## src/phy_status_cfg.svh

```systemverilog
`ifndef PHY_STATUS_CFG_SVH
`define PHY_STATUS_CFG_SVH

// Register indices; the byte address is four times the index.
`define IDX_BASIC_MODE_STATUS    6'h01
`define IDX_AUTONEG_EXPANSION    6'h06
`define IDX_PHY_STATUS_SUMMARY   6'h10
`define IDX_INTERRUPT_SOURCE     6'h12
`define IDX_EVENT_STATUS         6'h20
`define IDX_EVENT_MASK           6'h21

// Field positions in the summary status register.
`define SUM_PAGE_RX_BIT          8
`define SUM_IRQ_PEND_BIT         7
`define SUM_REMOTE_FAULT_BIT     6
`define SUM_JABBER_BIT           5
`define SUM_AN_DONE_BIT          4
`define SUM_LOOPBACK_BIT         3
`define SUM_FULL_DUPLEX_BIT      2

// Page-received position in the expansion view.
`define ANEG_PAGE_RX_BIT         1

// Positions of the sticky flags and of the event status and mask bits.
`define FLAG_PAGE                0
`define FLAG_PEND                1
`define FLAG_FAULT               2
`define FLAG_COUNT               3

// Reset values.
`define SUMMARY_RST              16'h0000
`define FLAGS_RST                3'h0
`define MASK_RST                 3'h0
`define RDATA_RST                32'h0000_0000

// Bus responses.
`define RESP_OKAY                2'h0
`define RESP_SLVERR              2'h2

`endif

```

## src/phy_status_pkg.sv

```systemverilog
/*
  Types shared by the summary status block and its flag store.
  Assumes the constants header is on the include path.
*/
`include "phy_status_cfg.svh"

package phy_status_pkg;

  // Inputs from the logic that owns the source registers.
  typedef struct packed {
    logic page_rx;
    logic irq_event;
    logic remote_fault;
    logic jabber;
    logic an_done;
    logic loopback;
    logic full_duplex;
    logic link_up;
  } phy_src_t;

  // Read strobes towards the owners of the source registers.
  typedef struct packed {
    logic aneg_rd;
    logic int_src_rd;
    logic basic_rd;
  } src_read_t;

  typedef logic [`FLAG_COUNT-1:0] flags_t;

  function automatic logic [7:0] reg_addr(input logic [5:0] idx);
    return {idx, 2'b00};
  endfunction : reg_addr

endpackage : phy_status_pkg

```

## src/sticky_flags.sv

```systemverilog
/*
  A set of sticky flags where a set in the same cycle as a clear wins.
  Assumes set and clear come from logic on the same clock.
*/
`timescale 1ns/1ps
`include "phy_status_cfg.svh"

module sticky_flags
  import phy_status_pkg::*;
(
  input  wire logic   clk,
  input  wire logic   rst_n,
  input  wire flags_t set,
  input  wire flags_t clr,
  output flags_t      q
);

  flags_t next_q;

  always_comb begin
    next_q = (q & ~clr) | set;
  end

  always_ff @(posedge clk or negedge rst_n) begin
    if (!rst_n) begin
      q <= `FLAGS_RST;
    end else begin
      q <= next_q;
    end
  end

endmodule : sticky_flags

```

## src/phy_status_summary.sv

```systemverilog
/*
  Summary status register of the transceiver behind an AXI4-Lite slave,
  with sticky event status, mask and one interrupt output.
  Assumes source inputs come from logic on CLK and that the master keeps
  one write and one read under way at a time.
*/
// Implementation choice: register access over AXI4-Lite.
// Contract
// - Bit 8 mirrors page received flag.
// - Page flag clears only on expansion read.
// - Bit 7 shows any pending internal interrupt.
// - Interrupt source read clears pending bit.
// - Bit 6 sets on partner remote fault.
// - Fault holds until basic status read, reset.
// - Bit 5 reports jabber, meaningful at 10 Mb/s.
// - Jabber mirrors basic status, summary read keeps.
// - Bit 4 shows auto-negotiation complete.
// - Bit 3 shows interface loopback active.
// - Bit 2 reads one in full duplex with link up.
// - Bit 2 zero in half duplex, link up.
// - Register at 0x0040 (index 0x10), read-only, resets zero; bits 5:2 mirror SRC, not reset.
`timescale 1ns/1ps
`include "phy_status_cfg.svh"

module phy_status_summary
  import phy_status_pkg::*;
(
  input  wire logic        CLK,
  input  wire logic        RST_N,
  input  wire phy_src_t    SRC,
  output src_read_t        SRC_RD,
  output logic             IRQ,
  input  wire logic [7:0]  AWADDR,
  input  wire logic        AWVALID,
  output logic             AWREADY,
  input  wire logic [31:0] WDATA,
  input  wire logic [3:0]  WSTRB,
  input  wire logic        WVALID,
  output logic             WREADY,
  output logic [1:0]       BRESP,
  output logic             BVALID,
  input  wire logic        BREADY,
  input  wire logic [7:0]  ARADDR,
  input  wire logic        ARVALID,
  output logic             ARREADY,
  output logic [31:0]      RDATA,
  output logic [1:0]       RRESP,
  output logic             RVALID,
  input  wire logic        RREADY
);

  // Write channel state.
  logic        aw_held;
  logic        w_held;
  logic [7:0]  aw_addr;
  logic [31:0] w_data;
  logic [3:0]  w_strb;
  logic        next_aw_held;
  logic        next_w_held;
  logic [7:0]  next_aw_addr;
  logic [31:0] next_w_data;
  logic [3:0]  next_w_strb;
  logic [1:0]  next_bresp;
  logic        next_bvalid;
  logic        wr_fire;

  // Read channel state.
  logic [31:0] next_rdata;
  logic [1:0]  next_rresp;
  logic        next_rvalid;
  logic        rd_fire;

  // Mask and derived values.
  flags_t      mask;
  flags_t      next_mask;
  flags_t      flags;
  flags_t      flag_set;
  flags_t      flag_clr;
  flags_t      evt_status;
  flags_t      evt_set;
  flags_t      evt_clr;
  logic [15:0] summary;

  assign AWREADY = !aw_held && !BVALID;
  assign WREADY  = !w_held && !BVALID;
  assign ARREADY = !RVALID;
  assign rd_fire = ARVALID && ARREADY;

  // Reads of the source registers clear the copies at the same edge.
  assign SRC_RD.aneg_rd    = rd_fire && (ARADDR == reg_addr(`IDX_AUTONEG_EXPANSION));
  assign SRC_RD.int_src_rd = rd_fire && (ARADDR == reg_addr(`IDX_INTERRUPT_SOURCE));
  assign SRC_RD.basic_rd   = rd_fire && (ARADDR == reg_addr(`IDX_BASIC_MODE_STATUS));

  always_comb begin
    flag_set = '0;
    flag_clr = '0;
    flag_set[`FLAG_PAGE]  = SRC.page_rx;
    flag_clr[`FLAG_PAGE]  = SRC_RD.aneg_rd;
    flag_set[`FLAG_PEND]  = SRC.irq_event;
    flag_clr[`FLAG_PEND]  = SRC_RD.int_src_rd;
    flag_set[`FLAG_FAULT] = SRC.remote_fault;
    flag_clr[`FLAG_FAULT] = SRC_RD.basic_rd;
  end

  sticky_flags u_summary_flags (
    .clk   (CLK),
    .rst_n (RST_N),
    .set   (flag_set),
    .clr   (flag_clr),
    .q     (flags)
  );

  always_comb begin
    evt_set = flag_set;
    evt_clr = '0;
    if (wr_fire && (aw_addr == reg_addr(`IDX_EVENT_STATUS)) && w_strb[0]) begin
      evt_clr = w_data[`FLAG_COUNT-1:0];
    end
  end

  sticky_flags u_event_status (
    .clk   (CLK),
    .rst_n (RST_N),
    .set   (evt_set),
    .clr   (evt_clr),
    .q     (evt_status)
  );

  assign IRQ = |(evt_status & mask);

  always_comb begin
    summary = `SUMMARY_RST;
    summary[`SUM_PAGE_RX_BIT]      = flags[`FLAG_PAGE];
    summary[`SUM_IRQ_PEND_BIT]     = flags[`FLAG_PEND];
    summary[`SUM_REMOTE_FAULT_BIT] = flags[`FLAG_FAULT];
    summary[`SUM_JABBER_BIT]       = SRC.jabber;
    summary[`SUM_AN_DONE_BIT]      = SRC.an_done;
    summary[`SUM_LOOPBACK_BIT]     = SRC.loopback;
    summary[`SUM_FULL_DUPLEX_BIT]  = SRC.full_duplex && SRC.link_up;
  end

  // Write path: address and data are taken in either order.
  always_comb begin
    next_aw_held = aw_held;
    next_w_held  = w_held;
    next_aw_addr = aw_addr;
    next_w_data  = w_data;
    next_w_strb  = w_strb;
    next_bvalid  = BVALID;
    next_bresp   = BRESP;
    next_mask    = mask;
    wr_fire      = aw_held && w_held && !BVALID;
    if (AWVALID && AWREADY) begin
      next_aw_held = 1'b1;
      next_aw_addr = AWADDR;
    end
    if (WVALID && WREADY) begin
      next_w_held = 1'b1;
      next_w_data = WDATA;
      next_w_strb = WSTRB;
    end
    if (wr_fire) begin
      next_aw_held = 1'b0;
      next_w_held  = 1'b0;
      next_bvalid  = 1'b1;
      next_bresp   = `RESP_OKAY;
      if (aw_addr == reg_addr(`IDX_EVENT_MASK)) begin
        if (w_strb[0]) begin
          next_mask = w_data[`FLAG_COUNT-1:0];
        end
      end else if (aw_addr == reg_addr(`IDX_PHY_STATUS_SUMMARY)) begin
        next_bresp = `RESP_OKAY;
      end else if (aw_addr == reg_addr(`IDX_EVENT_STATUS)) begin
        next_bresp = `RESP_OKAY;
      end else if (aw_addr == reg_addr(`IDX_AUTONEG_EXPANSION) ||
                   aw_addr == reg_addr(`IDX_INTERRUPT_SOURCE) ||
                   aw_addr == reg_addr(`IDX_BASIC_MODE_STATUS)) begin
        next_bresp = `RESP_OKAY;
      end else begin
        next_bresp = `RESP_SLVERR;
      end
    end else if (BVALID && BREADY) begin
      next_bvalid = 1'b0;
    end
  end

  always_ff @(posedge CLK or negedge RST_N) begin
    if (!RST_N) begin
      aw_held <= 1'b0;
      w_held  <= 1'b0;
      aw_addr <= 8'h00;
      w_data  <= `RDATA_RST;
      w_strb  <= 4'h0;
      BVALID  <= 1'b0;
      BRESP   <= `RESP_OKAY;
      mask    <= `MASK_RST;
    end else begin
      aw_held <= next_aw_held;
      w_held  <= next_w_held;
      aw_addr <= next_aw_addr;
      w_data  <= next_w_data;
      w_strb  <= next_w_strb;
      BVALID  <= next_bvalid;
      BRESP   <= next_bresp;
      mask    <= next_mask;
    end
  end

  // Read path: data are captured before the read-side clear takes effect.
  always_comb begin
    next_rdata  = RDATA;
    next_rresp  = RRESP;
    next_rvalid = RVALID;
    if (rd_fire) begin
      next_rvalid = 1'b1;
      next_rresp  = `RESP_OKAY;
      next_rdata  = `RDATA_RST;
      if (ARADDR == reg_addr(`IDX_PHY_STATUS_SUMMARY)) begin
        next_rdata[15:0] = summary;
      end else if (ARADDR == reg_addr(`IDX_AUTONEG_EXPANSION)) begin
        next_rdata[`ANEG_PAGE_RX_BIT] = flags[`FLAG_PAGE];
      end else if (ARADDR == reg_addr(`IDX_INTERRUPT_SOURCE)) begin
        next_rdata = `RDATA_RST;
      end else if (ARADDR == reg_addr(`IDX_BASIC_MODE_STATUS)) begin
        next_rdata = `RDATA_RST;
      end else if (ARADDR == reg_addr(`IDX_EVENT_STATUS)) begin
        next_rdata[`FLAG_COUNT-1:0] = evt_status;
      end else if (ARADDR == reg_addr(`IDX_EVENT_MASK)) begin
        next_rdata[`FLAG_COUNT-1:0] = mask;
      end else begin
        next_rresp = `RESP_SLVERR;
      end
    end else if (RVALID && RREADY) begin
      next_rvalid = 1'b0;
    end
  end

  always_ff @(posedge CLK or negedge RST_N) begin
    if (!RST_N) begin
      RDATA  <= `RDATA_RST;
      RRESP  <= `RESP_OKAY;
      RVALID <= 1'b0;
    end else begin
      RDATA  <= next_rdata;
      RRESP  <= next_rresp;
      RVALID <= next_rvalid;
    end
  end

  logic sum_rd;
  assign sum_rd = rd_fire && (ARADDR == reg_addr(`IDX_PHY_STATUS_SUMMARY));

  a_page_set: assert property (
    @(posedge CLK) disable iff (!RST_N)
    SRC.page_rx |=> flags[`FLAG_PAGE])
    else $error("Page flag did not follow page event.");

  a_page_kept: assert property (
    @(posedge CLK) disable iff (!RST_N)
    (flags[`FLAG_PAGE] && !SRC_RD.aneg_rd) |=> flags[`FLAG_PAGE])
    else $error("Page flag lost without expansion read.");

  a_page_cleared: assert property (
    @(posedge CLK) disable iff (!RST_N)
    (SRC_RD.aneg_rd && !SRC.page_rx) |=> !flags[`FLAG_PAGE])
    else $error("Page flag survived expansion read.");

  a_pend_shown: assert property (
    @(posedge CLK) disable iff (!RST_N)
    sum_rd |=> RDATA[`SUM_IRQ_PEND_BIT] == $past(flags[`FLAG_PEND]))
    else $error("Pending interrupt not shown in summary.");

  a_pend_cleared: assert property (
    @(posedge CLK) disable iff (!RST_N)
    (SRC_RD.int_src_rd && !SRC.irq_event) |=> !flags[`FLAG_PEND])
    else $error("Pending bit survived interrupt source read.");

  a_fault_held: assert property (
    @(posedge CLK) disable iff (!RST_N)
    (flags[`FLAG_FAULT] && !SRC_RD.basic_rd) |=> $stable(flags[`FLAG_FAULT]))
    else $error("Remote fault dropped without basic status read.");

  a_fault_set: assert property (
    @(posedge CLK) disable iff (!RST_N)
    SRC.remote_fault |=> flags[`FLAG_FAULT])
    else $error("Remote fault not latched.");

  a_level_bits: assert property (
    @(posedge CLK) disable iff (!RST_N)
    sum_rd |=> (RDATA[`SUM_AN_DONE_BIT] == $past(SRC.an_done)) &&
               (RDATA[`SUM_LOOPBACK_BIT] == $past(SRC.loopback)) &&
               (RDATA[`SUM_JABBER_BIT] == $past(SRC.jabber)))
    else $error("Level status bits not reported on read.");

  a_duplex_bit: assert property (
    @(posedge CLK) disable iff (!RST_N)
    sum_rd |=> RDATA[`SUM_FULL_DUPLEX_BIT] == $past(SRC.full_duplex && SRC.link_up))
    else $error("Duplex bit wrong on read.");

  a_reserved_zero: assert property (
    @(posedge CLK) disable iff (!RST_N)
    sum_rd |=> (RDATA[31:9] == 23'h000000) && (RDATA[1:0] == 2'h0))
    else $error("Out of range summary bits not zero.");

  a_write_inert: assert property (
    @(posedge CLK) disable iff (!RST_N)
    (wr_fire && aw_addr == reg_addr(`IDX_PHY_STATUS_SUMMARY) && flag_set == '0 &&
     flag_clr == '0) |=> $stable(flags) && $stable(mask))
    else $error("Summary write changed state.");

endmodule : phy_status_summary

```

## config.mk

```make
export PLATFORM = sky130hd
export DESIGN_NAME = phy_status_summary
export DESIGN_NICKNAME = d
export VERILOG_FILES = /design/src/phy_status_pkg.sv /design/src/sticky_flags.sv /design/src/phy_status_summary.sv
export VERILOG_INCLUDE_DIRS = /design/src /design/src/src
export SDC_FILE = /design/constraint.sdc
export NUM_CORES = 1
export LEC_CHECK = 0
export ABC_AREA = 1
export CORE_MARGIN = 1.5
export CORE_UTILIZATION = 40
export DETAILED_ROUTE_END_ITERATION = 12
export DONT_BUFFER_PORTS = 1
export GPL_TIMING_DRIVEN = 0
export HOLD_SLACK_MARGIN = 0.15
export PLACE_DENSITY = 0.52
export SLEW_MARGIN = 10
export SYNTH_ARGS = -nofsm -noshare
export SYNTH_HDL_FRONTEND = slang
export SYNTH_SLANG_ARGS = --single-unit
```

## constraint.sdc

```tcl
create_clock -name CLK -period 1 [get_ports CLK]
set_input_delay 0.1 -clock CLK [delete_from_list [all_inputs] [get_ports CLK]]
set_output_delay 0.1 -clock CLK [all_outputs]
set_load 0.005 [all_outputs]
```

==> implementation parameters, run 1 <==
Parameter                              Value

Setup path
  Critical path's top delay family    flip-flops
  Depth of the worst register-to-register path    6
  Startpoint type of the worst setup path    flip-flop
  Slowest library cell on the worst path    sky130_fd_sc_hd__dfrtp_1
  Endpoint type of the worst setup path    output pin
  Data required time of the worst path    0.90 ns
  Highest net fanout along the worst path    4
  Buffering stage count on the worst path with inverters included    2
  RR Startpoint    aw_addr[3]$_DFFE_PN0P_
  Critical-path cell list    inv_2 -> nand2_4 -> buf_8 -> nor2_4
  Worst path arrival time    1.10 ns
  Slowest Stage Delay on Critical Path    0.41 ns
  Setup CP Type    flip-flop to output pin
  Critical R2R Capture    u_event_status.q[1]$_DFF_PN0_
  Worst reg2reg setup slack    -0.19 ns

STA
  Final critical-path setup slack    -0.196 ns
  Final hold viol count    0
  Skew final    0.00582 ns
  RSZ-0062 raised after global routing    yes
  Clock period minus worst slack    1.20 ns
  Setup-failing EPs final    32
  Period Utilization, post-route    1.20
  Top achievable clock speed    0.836 GHz
  Total Neg Setup Slack    -3.97 ns
  Number of max-slew violations in the final report    0
  Worst hold margin    0.100 ns

Logic synthesis
  Synthesized netlist cell count    243
  Number of distinct standard cells referenced by the synthesized netlist    25
  Portion of the post-synthesis area used by sequential elements    0.448
  Avg Cell Area, Syn    8.28 um^2
  Yosys synthesis warning count    0
  Cell area after technology mapping    2010 um^2
  Number of flip-flops and latches in the synthesized netlist    36

Finish
  Sequential standard cell area    905 um^2
  Post-route non-filler standard cell count    378
  Most frequent standard cell in the layout excluding fill and tap cells    sky130_fd_sc_hd__nand2_1
  Filler instances    451
  Fraction of layout instances using a drive strength above 1    0.344
  Final layout net count    377
  Final Cell Area    2800 um^2
  Antenna Cells    0
  Area occupied by multi-input gates    1020 um^2
  Relative area change from synthesis to final layout    38.9%
  Commonest cells after routing, fill and taps aside    sky130_fd_sc_hd__nand2_1, sky130_fd_sc_hd__dfrtp_1, sky130_fd_sc_hd__buf_4

CTS
  Maximum clock insertion buffer count    2
  CTS tree    done
  Inserted Clock Buffers    5
  TritonCTS sink count    36
  H-tree levels    2
  Reg clk slew, reported paths    0.07 ns
  Hold-fix buffers at CTS    26
  Clock Tree Root    sky130_fd_sc_hd__clkbuf_8
  Worst-Skew Late Latency    0.29 ns

Power
  Total power    5.21 mW
  Leakage power    1.40 nW
  Ratio of total power to cell area    1860 nW/um^2
  Maximum vdd drop    0.00143 V

Placement
  Number of I/O port buffers    0
  Instance area at placement    2190 um^2
  Routability-driven placement congestion ratio    0.824
  Total placed cells including tap cells    334
  HPWL after detailed placement    2990 um

Status
  Failing checks    setup timing
  Result of the run    complete, but fails checks

Floorplan
  Number of placement rows    25
  Initial standard-cell utilization of the core    0.420
  Die W    73.9 um
  Die Span Y    73.9 um
  Area of the die    5460 um^2
  Area of the placeable core    4790 um^2
  Total I/O pin count    112

GRT
  Global-route wire length before repair    6910 um
  Vias in the first global route    1,507
  Largest net degree at the start of global routing    37
  GRT overflow    0
  Number of antenna violations at the first check in global routing    0
  Aggregate global-route resource usage    0.167

Route
  Number of nets with antenna violations after detailed routing    0
  Length of the first detailed-routing pass in iterations    4
  Detailed-route wire length per cell    11.5 um
  Total detailed-routing wirelength    4350 um
  Remaining routing DRC violations    0
  Via Count    1,646
  Number of DRC markers in iteration 0    104
  Vias per std cell    4.35

Flow run
  MaxCap Viol Count    0

Min path
  Number of cells on the worst hold path    3
  Worst hold endpoint    u_summary_flags.q[1]$_DFF_PN0_
  Hold_sp    ARVALID
  Hold WC Path Type    input port to flip-flop
## what timing repair did
action / 4_1_cts / 5_1_grt
buffers inserted: 7 / 2
gates cloned: 1 / 0
resized for setup: 30 / 13
endpoints found under the hold margin: 62 / 2
setup endpoints to repair: 37 / 42
pin swaps: 14 / 13
## where the power goes
| part | total, mW | internal, mW | switching (mW) |
|---|---|---|---|
| clock network | 1.08 | 0.550 | 0.526 |
| registers | 2.14 | 1.81 | 0.330 |
| logic | 1.99 | 0.957 | 1.03 |
| total | 5.21 | 3.32 | 1.89 |
## how the worst max path moves through the flow
stage                                                to  cells after the start  slack (ns)              startpoint
after floorplan           u_event_status.q[0]$_DFF_PN0_                      6       -0.09      BVALID$_DFFE_PN0P_
after global placement    u_event_status.q[0]$_DFF_PN0_                      6       -0.22      BVALID$_DFFE_PN0P_
after detailed placement  u_event_status.q[0]$_DFF_PN0_                      6       -0.21      BVALID$_DFFE_PN0P_
after CTS                                     SRC_RD[2]                      4       -0.21      RVALID$_DFFE_PN0P_
after global routing      u_event_status.q[2]$_DFF_PN0_                      6       -0.29  aw_addr[3]$_DFFE_PN0P_
final                                         SRC_RD[2]                      4       -0.20      RVALID$_DFFE_PN0P_
## flip-flops by register name, indices dropped and copies added (netlist names), 3 cells and up
register	cells
u_event_status.q	3
mask	3
u_summary_flags.q	3
RDATA	9
aw_addr	8
w_data	3
## metrics by stage
stage           util  worst slack, ns
2_1_floorplan      -          -0.0889
3_3_place_gp   0.458           -0.219
3_5_place_dp   0.458           -0.210
4_1_cts        0.573           -0.210
5_1_grt        0.584           -0.286
6_report       0.584           -0.196
## cell type report
type                            count  area share
Timing Repair Buffer               36       0.135
Tap cell                           67      0.0300
Clock inverter                      2     0.00358
Inverter                           26      0.0358
Clock buffer                        6      0.0295
Sequential cell                    36       0.324
Multi-Input combinational cell    178       0.365
Buffer                             27      0.0779
## worst reg2reg max path, stage by stage, from the launching register on
cell and delay (ns):
sky130_fd_sc_hd__dfrtp_1 0.39, sky130_fd_sc_hd__nor2_1 0.20, sky130_fd_sc_hd__nand2_2 0.09, sky130_fd_sc_hd__nor2_4 0.13, sky130_fd_sc_hd__nand2_2 0.09, sky130_fd_sc_hd__o21ai_1 0.12
sky130_fd_sc_hd__nand2_1 0.06
## routing by layer
| layer | vias to the layer above | GRT usage | wire, um |
|---|---|---|---|
| met3 | 5 | 0.0508 | 327 |
| met2 | 59 | 0.261 | 1990 |
| li1 | 845 | - | - |
| met5 | - | 0 | 0 |
| met4 | 0 | 0.0617 | 44 |
| met1 | 737 | 0.218 | 1980 |
## kinds of logic after synthesis
| kind of cell | after synthesis | synth area share |
|---|---|---|
| multiplexers | 3 | 0.0224 |
| AND/OR/NAND/NOR | 122 | 0.292 |
| buffers and inverters | 53 | 0.150 |
| flip-flops | 36 | 0.448 |
| other | 1 | 0.00186 |
| AO/OA/AOI/OAI | 28 | 0.0864 |
## synthesized netlist by cell type
| library cell | n | share of area |
|---|---|---|
| sky130_fd_sc_hd__buf_4 | 25 | 0.093 |
| sky130_fd_sc_hd__nor3_2 | 1 | 0.0050 |
| sky130_fd_sc_hd__nor2_2 | 10 | 0.031 |
| sky130_fd_sc_hd__o31ai_2 | 2 | 0.012 |
| sky130_fd_sc_hd__nand4_1 | 2 | 0.0062 |
| sky130_fd_sc_hd__inv_2 | 6 | 0.011 |
| sky130_fd_sc_hd__nand2_1 | 58 | 0.11 |
| sky130_fd_sc_hd__buf_6 | 1 | 0.0056 |
| sky130_fd_sc_hd__a21oi_1 | 5 | 0.012 |
| sky130_fd_sc_hd__dfrtp_1 | 36 | 0.45 |
| sky130_fd_sc_hd__nand3b_4 | 1 | 0.010 |
| sky130_fd_sc_hd__buf_2 | 1 | 0.0025 |
| sky130_fd_sc_hd__a21oi_2 | 5 | 0.022 |
| sky130_fd_sc_hd__nand2_4 | 1 | 0.0056 |
| sky130_fd_sc_hd__inv_1 | 20 | 0.037 |
| sky130_fd_sc_hd__nand3_1 | 15 | 0.037 |
| sky130_fd_sc_hd__nor2_4 | 4 | 0.022 |
| sky130_fd_sc_hd__o21ai_1 | 12 | 0.030 |
| sky130_fd_sc_hd__nand3_2 | 1 | 0.0050 |
| sky130_fd_sc_hd__nor3_1 | 1 | 0.0025 |
| sky130_fd_sc_hd__nor2_1 | 23 | 0.043 |
| sky130_fd_sc_hd__o21ai_0 | 4 | 0.010 |
| sky130_fd_sc_hd__mux2_4 | 3 | 0.022 |
| sky130_fd_sc_hd__conb_1 | 1 | 0.0019 |
| sky130_fd_sc_hd__nand2_2 | 5 | 0.016 |
Power figures use the tool's default switching activity.
==> run 2: changes to the inputs <==
ABC_AREA = unset   (was 1)
CAP_MARGIN = 20   (was unset)
==> run 2 against run 1 <==
  * The flow still finishes with violations (setup timing)
  * Via count down 18%
  * Sequential cell count unchanged
  * Utilization up 1.5 points
  * Clock power down 12%
  * Largest power group unchanged
==> implementation parameters, run 2 <==
Parameter                              Value

Logic synthesis
  Fraction of the mapped netlist area in compound gates    0.105
  Asr flop ratio synth    1.00
  Most frequent cells after synthesis    sky130_fd_sc_hd__dfrtp_1, sky130_fd_sc_hd__buf_4, sky130_fd_sc_hd__mux2_2
  Count of flip-flops with a built-in enable after synthesis    0
  Share of the synthesized area in the top cell type    0.503
  Cell area after technology mapping    1790 um^2
  Cell type contributing the most total cell area after synthesis    sky130_fd_sc_hd__dfrtp_1
  Adder-cell area share of the yosys netlist    0
  Number of flip-flops and latches in the synthesized netlist    36
  Synth top area cells    sky130_fd_sc_hd__dfrtp_1, sky130_fd_sc_hd__buf_4, sky130_fd_sc_hd__mux2_2
  Portion of the post-synthesis area used by sequential elements    0.503
  Most used flip-flop cell after synthesis    sky130_fd_sc_hd__dfrtp_1
  Most instantiated library cell after synthesis    sky130_fd_sc_hd__dfrtp_1
  Proportion of synthesized area in mux cells    0.123
  Combinational family with the most area after synthesis    simple AND/OR/NAND/NOR gates
  Share of the synthesized netlist area taken by xor and xnor gates    0
  Synthesized netlist cell count    159
  Avg Cell Area, Syn    11.3 um^2
  Post-synthesis share of cell area spent on and, or, nand and nor gates    0.138
  Number of distinct standard cells referenced by the synthesized netlist    34
  Yosys synthesis warning count    0

Placement
  Routability-driven placement congestion ratio    0.950
  Total placed cells including tap cells    235
  HPWL after detailed placement    2760 um
  Number of I/O port buffers    0

Setup path
  Critical R2R Capture    mask[1]$_DFFE_PN0P_
  RR Startpoint    aw_addr[5]$_DFFE_PN0P_
  Worst path arrival time    1.86 ns
  Worst reg2reg setup slack    -0.69 ns
  Setup CP Type    flip-flop to flip-flop
  Data required time of the worst path    1.17 ns
  Highest net fanout along the worst path    3
  Slowest library cell on the worst path    sky130_fd_sc_hd__or3_4
  Startpoint type of the worst setup path    flip-flop
  Slowest Stage Delay on Critical Path    0.41 ns
  Endpoint type of the worst setup path    flip-flop
  Critical-path cell list    or3_4 -> nor4_4 -> nand2_2 -> mux2_4
  Depth of the worst register-to-register path    4

STA
  Max-slew headroom    0.646
  RSZ-0062 raised after global routing    yes
  Setup-failing EPs final    39
  Top achievable clock speed    0.593 GHz
  Final hold viol count    0
  Pin slew with the least headroom to its limit    0.528 ns
  Number of max-slew violations in the final report    0
  Skew final    0.00452 ns
  Clock period minus worst slack    1.69 ns
  Final critical-path setup slack    -0.685 ns
  Period Utilization, post-route    1.69
  Total Neg Setup Slack    -13.01 ns

CTS
  Worst-Skew Late Latency    0.28 ns
  Maximum clock insertion buffer count    2
  Hold-fix buffers at CTS    27
  CTS tree    done
  H-tree levels    2
  Clock Tree Root    sky130_fd_sc_hd__clkbuf_8
  TritonCTS sink count    36
  Inserted Clock Buffers    5
  Reg clk slew, reported paths    0.07 ns

Route
  Vias per std cell    4.82
  Via Count    1,349
  Detailed-route wire length per cell    14.4 um
  Number of DRC markers in iteration 0    36
  Length of the first detailed-routing pass in iterations    4
  Remaining routing DRC violations    0
  Total detailed-routing wirelength    4030 um
  Number of nets with antenna violations after detailed routing    0

Finish
  Most frequent standard cell in the layout excluding fill and tap cells    sky130_fd_sc_hd__dfrtp_1
  Register bank with the most flops    RDATA
  Flip-flop count of the largest register, all copies and words added    9
  Commonest cells after routing, fill and taps aside    sky130_fd_sc_hd__dfrtp_1, sky130_fd_sc_hd__buf_4, sky130_fd_sc_hd__conb_1
  Relative area change from synthesis to final layout    44.8%
  Filler instances    356
  Largest registers in the final layout    RDATA x9, aw_addr x8
  Post-route non-filler standard cell count    280
  Fraction of layout instances using a drive strength above 1    0.373
  Final layout net count    295
  Antenna Cells    0

Min path
  Worst hold endpoint    w_held$_DFFE_PN0P_
  Number of cells on the worst hold path    2
  Hold_sp    WVALID
  Hold WC Path Type    input port to flip-flop

GRT
  Global-route wire length before repair    6350 um
  Largest net degree at the start of global routing    37
  Aggregate global-route resource usage    0.166
  Vias in the first global route    1,318
  Number of antenna violations at the first check in global routing    0
  GRT overflow    0

Floorplan
  Initial standard-cell utilization of the core    0.414
  Die Span Y    69.9 um
  Area of the die    4880 um^2
  Die W    69.9 um
  Total I/O pin count    112
  Area of the placeable core    4320 um^2
  Number of placement rows    24

Power
  Leakage power    1.29 nW
  Ratio of total power to cell area    1790 nW/um^2
  Maximum vdd drop    0.00132 V

Flow run
  MaxCap Viol Count    0

Status
  Failing checks    setup timing
  Result of the run    complete, but fails checks
==> run 2: cell types whose count changed after synthesis, sizes merged, moves of 7 or more <==
| cell | before | now |
|---|---|---|
| nand3 | 16 | 1 |
| mux2 | 3 | 15 |
| a21oi | 10 | 3 |
| nor2 | 37 | 5 |
| inv | 26 | 8 |
| nand2 | 64 | 12 |
| o21ai | 16 | 8 |
==> run 2: per-stage QoR <==
stage                util  instance area [um^2]  hold slack (ns)  total power, mW  worst slack, ns
detailed placement  0.462                  2000           -0.195             3.14           -0.771
CTS                 0.578                  2500           0.0867             4.58           -0.700
global placement    0.462                  2000           -0.195             3.09           -0.746
floorplan               -                  1930           -0.196             2.94           -0.607
global route        0.599                  2590           0.0899             4.93           -0.751
finish              0.599                  2590           0.0968             4.64           -0.685
==> run 2: power breakdown <==
part           internal, mW  switching (mW)  leakage, nW
clock                 0.473           0.479       0.0410
combinational         0.978           0.540        0.826
sequential             1.81           0.362        0.425
==> run 2: kinds of logic after synthesis <==
family | after synthesis
compound gates | 27
simple gates | 40
other cells | 1
buf+inv | 36
mux | 19
flops | 36
==> run 2: final cells by class <==
cell class / instances / area, um^2 / share of cell area
Buffer: 28 / 223 / 0.0859
Multi-Input combinational cell: 111 / 906 / 0.350
Timing Repair Buffer: 38 / 387 / 0.149
Inverter: 8 / 30.0 / 0.0116
Clock buffer: 6 / 72.6 / 0.0280
Clock inverter: 1 / 5.00 / 0.00193
Tap cell: 52 / 65.1 / 0.0251
Sequential cell: 36 / 903 / 0.349
==> run 2: worst max path at each step <==
stage                           start  slack [ns]  depth (start not counted)                             to
2_1_floorplan      BVALID$_DFFE_PN0P_       -0.61                          4            mask[0]$_DFFE_PN0P_
3_3_place_gp       BVALID$_DFFE_PN0P_       -0.75                          4            mask[1]$_DFFE_PN0P_
5_1_grt        aw_addr[5]$_DFFE_PN0P_       -0.75                          5  u_event_status.q[0]$_DFF_PN0_
3_5_place_dp       BVALID$_DFFE_PN0P_       -0.77                          4            mask[2]$_DFFE_PN0P_
4_1_cts        aw_addr[1]$_DFFE_PN0P_       -0.70                          4            mask[2]$_DFFE_PN0P_
6_report       aw_addr[5]$_DFFE_PN0P_       -0.69                          4            mask[1]$_DFFE_PN0P_
==> run 2: metal layers <==
metal | track usage | wire length, um
met5 | 0 | 0
met4 | 0.0598 | 66
met1 | 0.200 | 1540
met2 | 0.273 | 2130
met3 | 0.0635 | 296
==> run 2: timing repair <==
| item | in CTS | in global routing |
|---|---|---|
| setup buffers | 5 | 6 |
| gates resized for setup | 26 | 17 |
| hold endpoints to repair | 67 | 3 |
| pin swaps | 10 | 9 |
| endpoints found under the setup margin | 40 | 42 |
| gates cloned | 1 | 0 |
==> run 2: critical path: cells and delay by family, from the launching register on <==
kind             cells  cell delay (ns)
muxes                1             0.31
and+or+nand+nor      3             0.89
DFF                  1             0.38
==> run 3: changes to the inputs <==
RECOVER_POWER = 25   (was unset)
==> run 3 against run 2 <==
  * The run still ends with setup timing left
  * Clock power is essentially flat
  * Sequential power about the same
  * Combinational power about the same
  * Design area fell by 0.48%
  * Critical path type unchanged
  * First-iteration DRC count is 67% higher
  * Non-clock buffer count did not move
  * Clock skew hardly changed
  * Utilization shrank 0.29 points
  * Final cell count is the same
  * Register-to-register slack about the same
  * Highest routed layer unchanged
  * Critical endpoint unchanged
  * Largest cell class unchanged
  * Die area unchanged
==> implementation parameters, run 3 (same netlist as run 2, synthesis figures left out) <==
Parameter                              Value

Route
  Vias per std cell    4.79
  Remaining routing DRC violations    0
  Number of DRC markers in iteration 0    60
  Length of the first detailed-routing pass in iterations    4
  Via Count    1,340
  Detailed-route wire length per cell    14.3 um
  Total detailed-routing wirelength    4000 um
  Number of nets with antenna violations after detailed routing    0

GRT
  Largest net degree at the start of global routing    37
  Number of antenna violations at the first check in global routing    0
  Global-route wire length before repair    6350 um
  Aggregate global-route resource usage    0.166
  GRT overflow    0
  Vias in the first global route    1,318

STA
  Number of max-slew violations in the final report    0
  Setup-failing EPs final    39
  Max-slew headroom    0.653
  Top achievable clock speed    0.593 GHz
  Final hold viol count    0
  RSZ-0062 raised after global routing    yes
  Period Utilization, post-route    1.69
  Worst hold margin    0.0975 ns
  Clock period minus worst slack    1.69 ns
  Pin slew with the least headroom to its limit    0.516 ns
  Final critical-path setup slack    -0.686 ns
  Skew final    0.00436 ns

Setup path
  Slowest Stage Delay on Critical Path    0.41 ns
  Slowest library cell on the worst path    sky130_fd_sc_hd__or3_4
  Critical-path cell list    or3_4 -> nor4_4 -> nand2_2 -> mux2_4
  Endpoint type of the worst setup path    flip-flop
  Startpoint type of the worst setup path    flip-flop
  Highest net fanout along the worst path    3
  Setup CP Type    flip-flop to flip-flop
  Data required time of the worst path    1.17 ns
  Worst path arrival time    1.86 ns

Power
  Switching part of the total    0.297
  Leakage power    1.29 nW
  Total power    4.63 mW
  Register share of total power    0.469
  Maximum vdd drop    0.00133 V
  Internal cell power    3.26 mW
  Relative contribution of the clock network to total power    0.205
  Part of the power in combinational logic    0.326
  Ratio of total power to cell area    1800 nW/um^2
  Switching power summed over all nets    1.37 mW

CTS
  Maximum clock insertion buffer count    2
  H-tree levels    2
  Clock Tree Root    sky130_fd_sc_hd__clkbuf_8
  TritonCTS sink count    36
  Worst-Skew Late Latency    0.28 ns
  Reg clk slew, reported paths    0.07 ns
  Hold-fix buffers at CTS    27
  Inserted Clock Buffers    5
  CTS tree    done

Floorplan
  Area of the placeable core    4320 um^2
  Number of placement rows    24
  Die Span Y    69.9 um
  Die W    69.9 um
  Total I/O pin count    112
  Area of the die    4880 um^2
  Initial standard-cell utilization of the core    0.414

Finish
  Register bank with the most flops    RDATA
  Filler instances    358
  Area occupied by multi-input gates    906 um^2
  Commonest cells after routing, fill and taps aside    sky130_fd_sc_hd__dfrtp_1, sky130_fd_sc_hd__buf_4, sky130_fd_sc_hd__conb_1
  Largest registers in the final layout    RDATA x9, aw_addr x8
  Sequential standard cell area    903 um^2
  Final core area utilization    0.596
  Flip-flop count of the largest register, all copies and words added    9
  Fraction of layout instances using a drive strength above 1    0.373
  Final layout net count    295
  Antenna Cells    0
  Most frequent standard cell in the layout excluding fill and tap cells    sky130_fd_sc_hd__dfrtp_1
  Relative area change from synthesis to final layout    44.1%

Placement
  Post-placement worst setup slack    -0.771 ns
  HPWL after detailed placement    2760 um
  Number of I/O port buffers    0
  Routability-driven placement congestion ratio    0.950

Min path
  Hold WC Path Type    input port to flip-flop

Status
  Result of the run    complete, but fails checks
  Failing checks    setup timing

Flow run
  MaxCap Viol Count    0
[run 3: timing repair]
action,in CTS,in global routing
cloned,1,0
buffers inserted,5,6
pin swaps,10,9
resized for setup,26,17
hold endpoints to repair,67,3
setup endpoints to repair,40,42
[run 3: power by group through the flow]
stage          Sequential (mW)  Clock, mW  Combinational, mW
5_1_grt                   2.22       1.05               1.65
4_1_cts                   2.15       1.00               1.43
3_3_place_gp              2.13          0              0.959
3_5_place_dp              2.14          0               1.00
6_report                  2.17      0.949               1.51
2_1_floorplan             2.06          0              0.882
[run 3: per-stage QoR]
stage                     setup TNS [ns]  instance area (um^2)  instances
after global routing              -15.48                  2580        280
final                             -13.01                  2580        280
after CTS                         -13.19                  2500        275
after global placement            -11.90                  2000        235
after detailed placement          -12.56                  2000        235
after floorplan                    -7.92                  1930        183
[run 3: cell type report]
class	count	share of cell area
repair buffers	38	0.145
inverters	8	0.0116
well taps	52	0.0252
clock inverters	1	0.00194
plain buffers	28	0.0864
flip-flops and latches	36	0.350
multi-input cells	111	0.351
clock buffers	6	0.0281
[run 3: path summary, 6_finish.rpt]
| path | startpoint | endpoint | slack, ns | cells after the start |
|---|---|---|---|---|
| max | aw_addr[5]$_DFFE_PN0P_ | mask[1]$_DFFE_PN0P_ | -0.69 | 4 |
| min | WVALID | w_held$_DFFE_PN0P_ | 0.1 | 2 |
| max reg2reg | aw_addr[5]$_DFFE_PN0P_ | mask[1]$_DFFE_PN0P_ | -0.69 | 4 |
| min reg2reg | u_summary_flags.q[2]$_DFF_PN0_ | RDATA[6]$_DFFE_PN0P_ | 0.52 | 2 |
| max in group asynchronous | RST_N | RVALID$_DFFE_PN0P_ | 0.29 | 2 |
| min in group asynchronous | RST_N | RDATA[1]$_DFFE_PN0P_ | 0.35 | 2 |
[run 3: critical path: cells and delay by family, from the launching register on]
kind | cells | cell delay, ns
flops | 1 | 0.38
simple gates | 3 | 0.89
mux | 1 | 0.31
[run 3: per-layer routing]
layer | part of all wire | GRT usage | vias to the layer above
met3 | 0.074 | 0.0635 | 6
li1 | - | - | 640
met1 | 0.38 | 0.200 | 637
met5 | 0 | 0 | -
met2 | 0.53 | 0.273 | 57
met4 | 0.017 | 0.0598 | 0
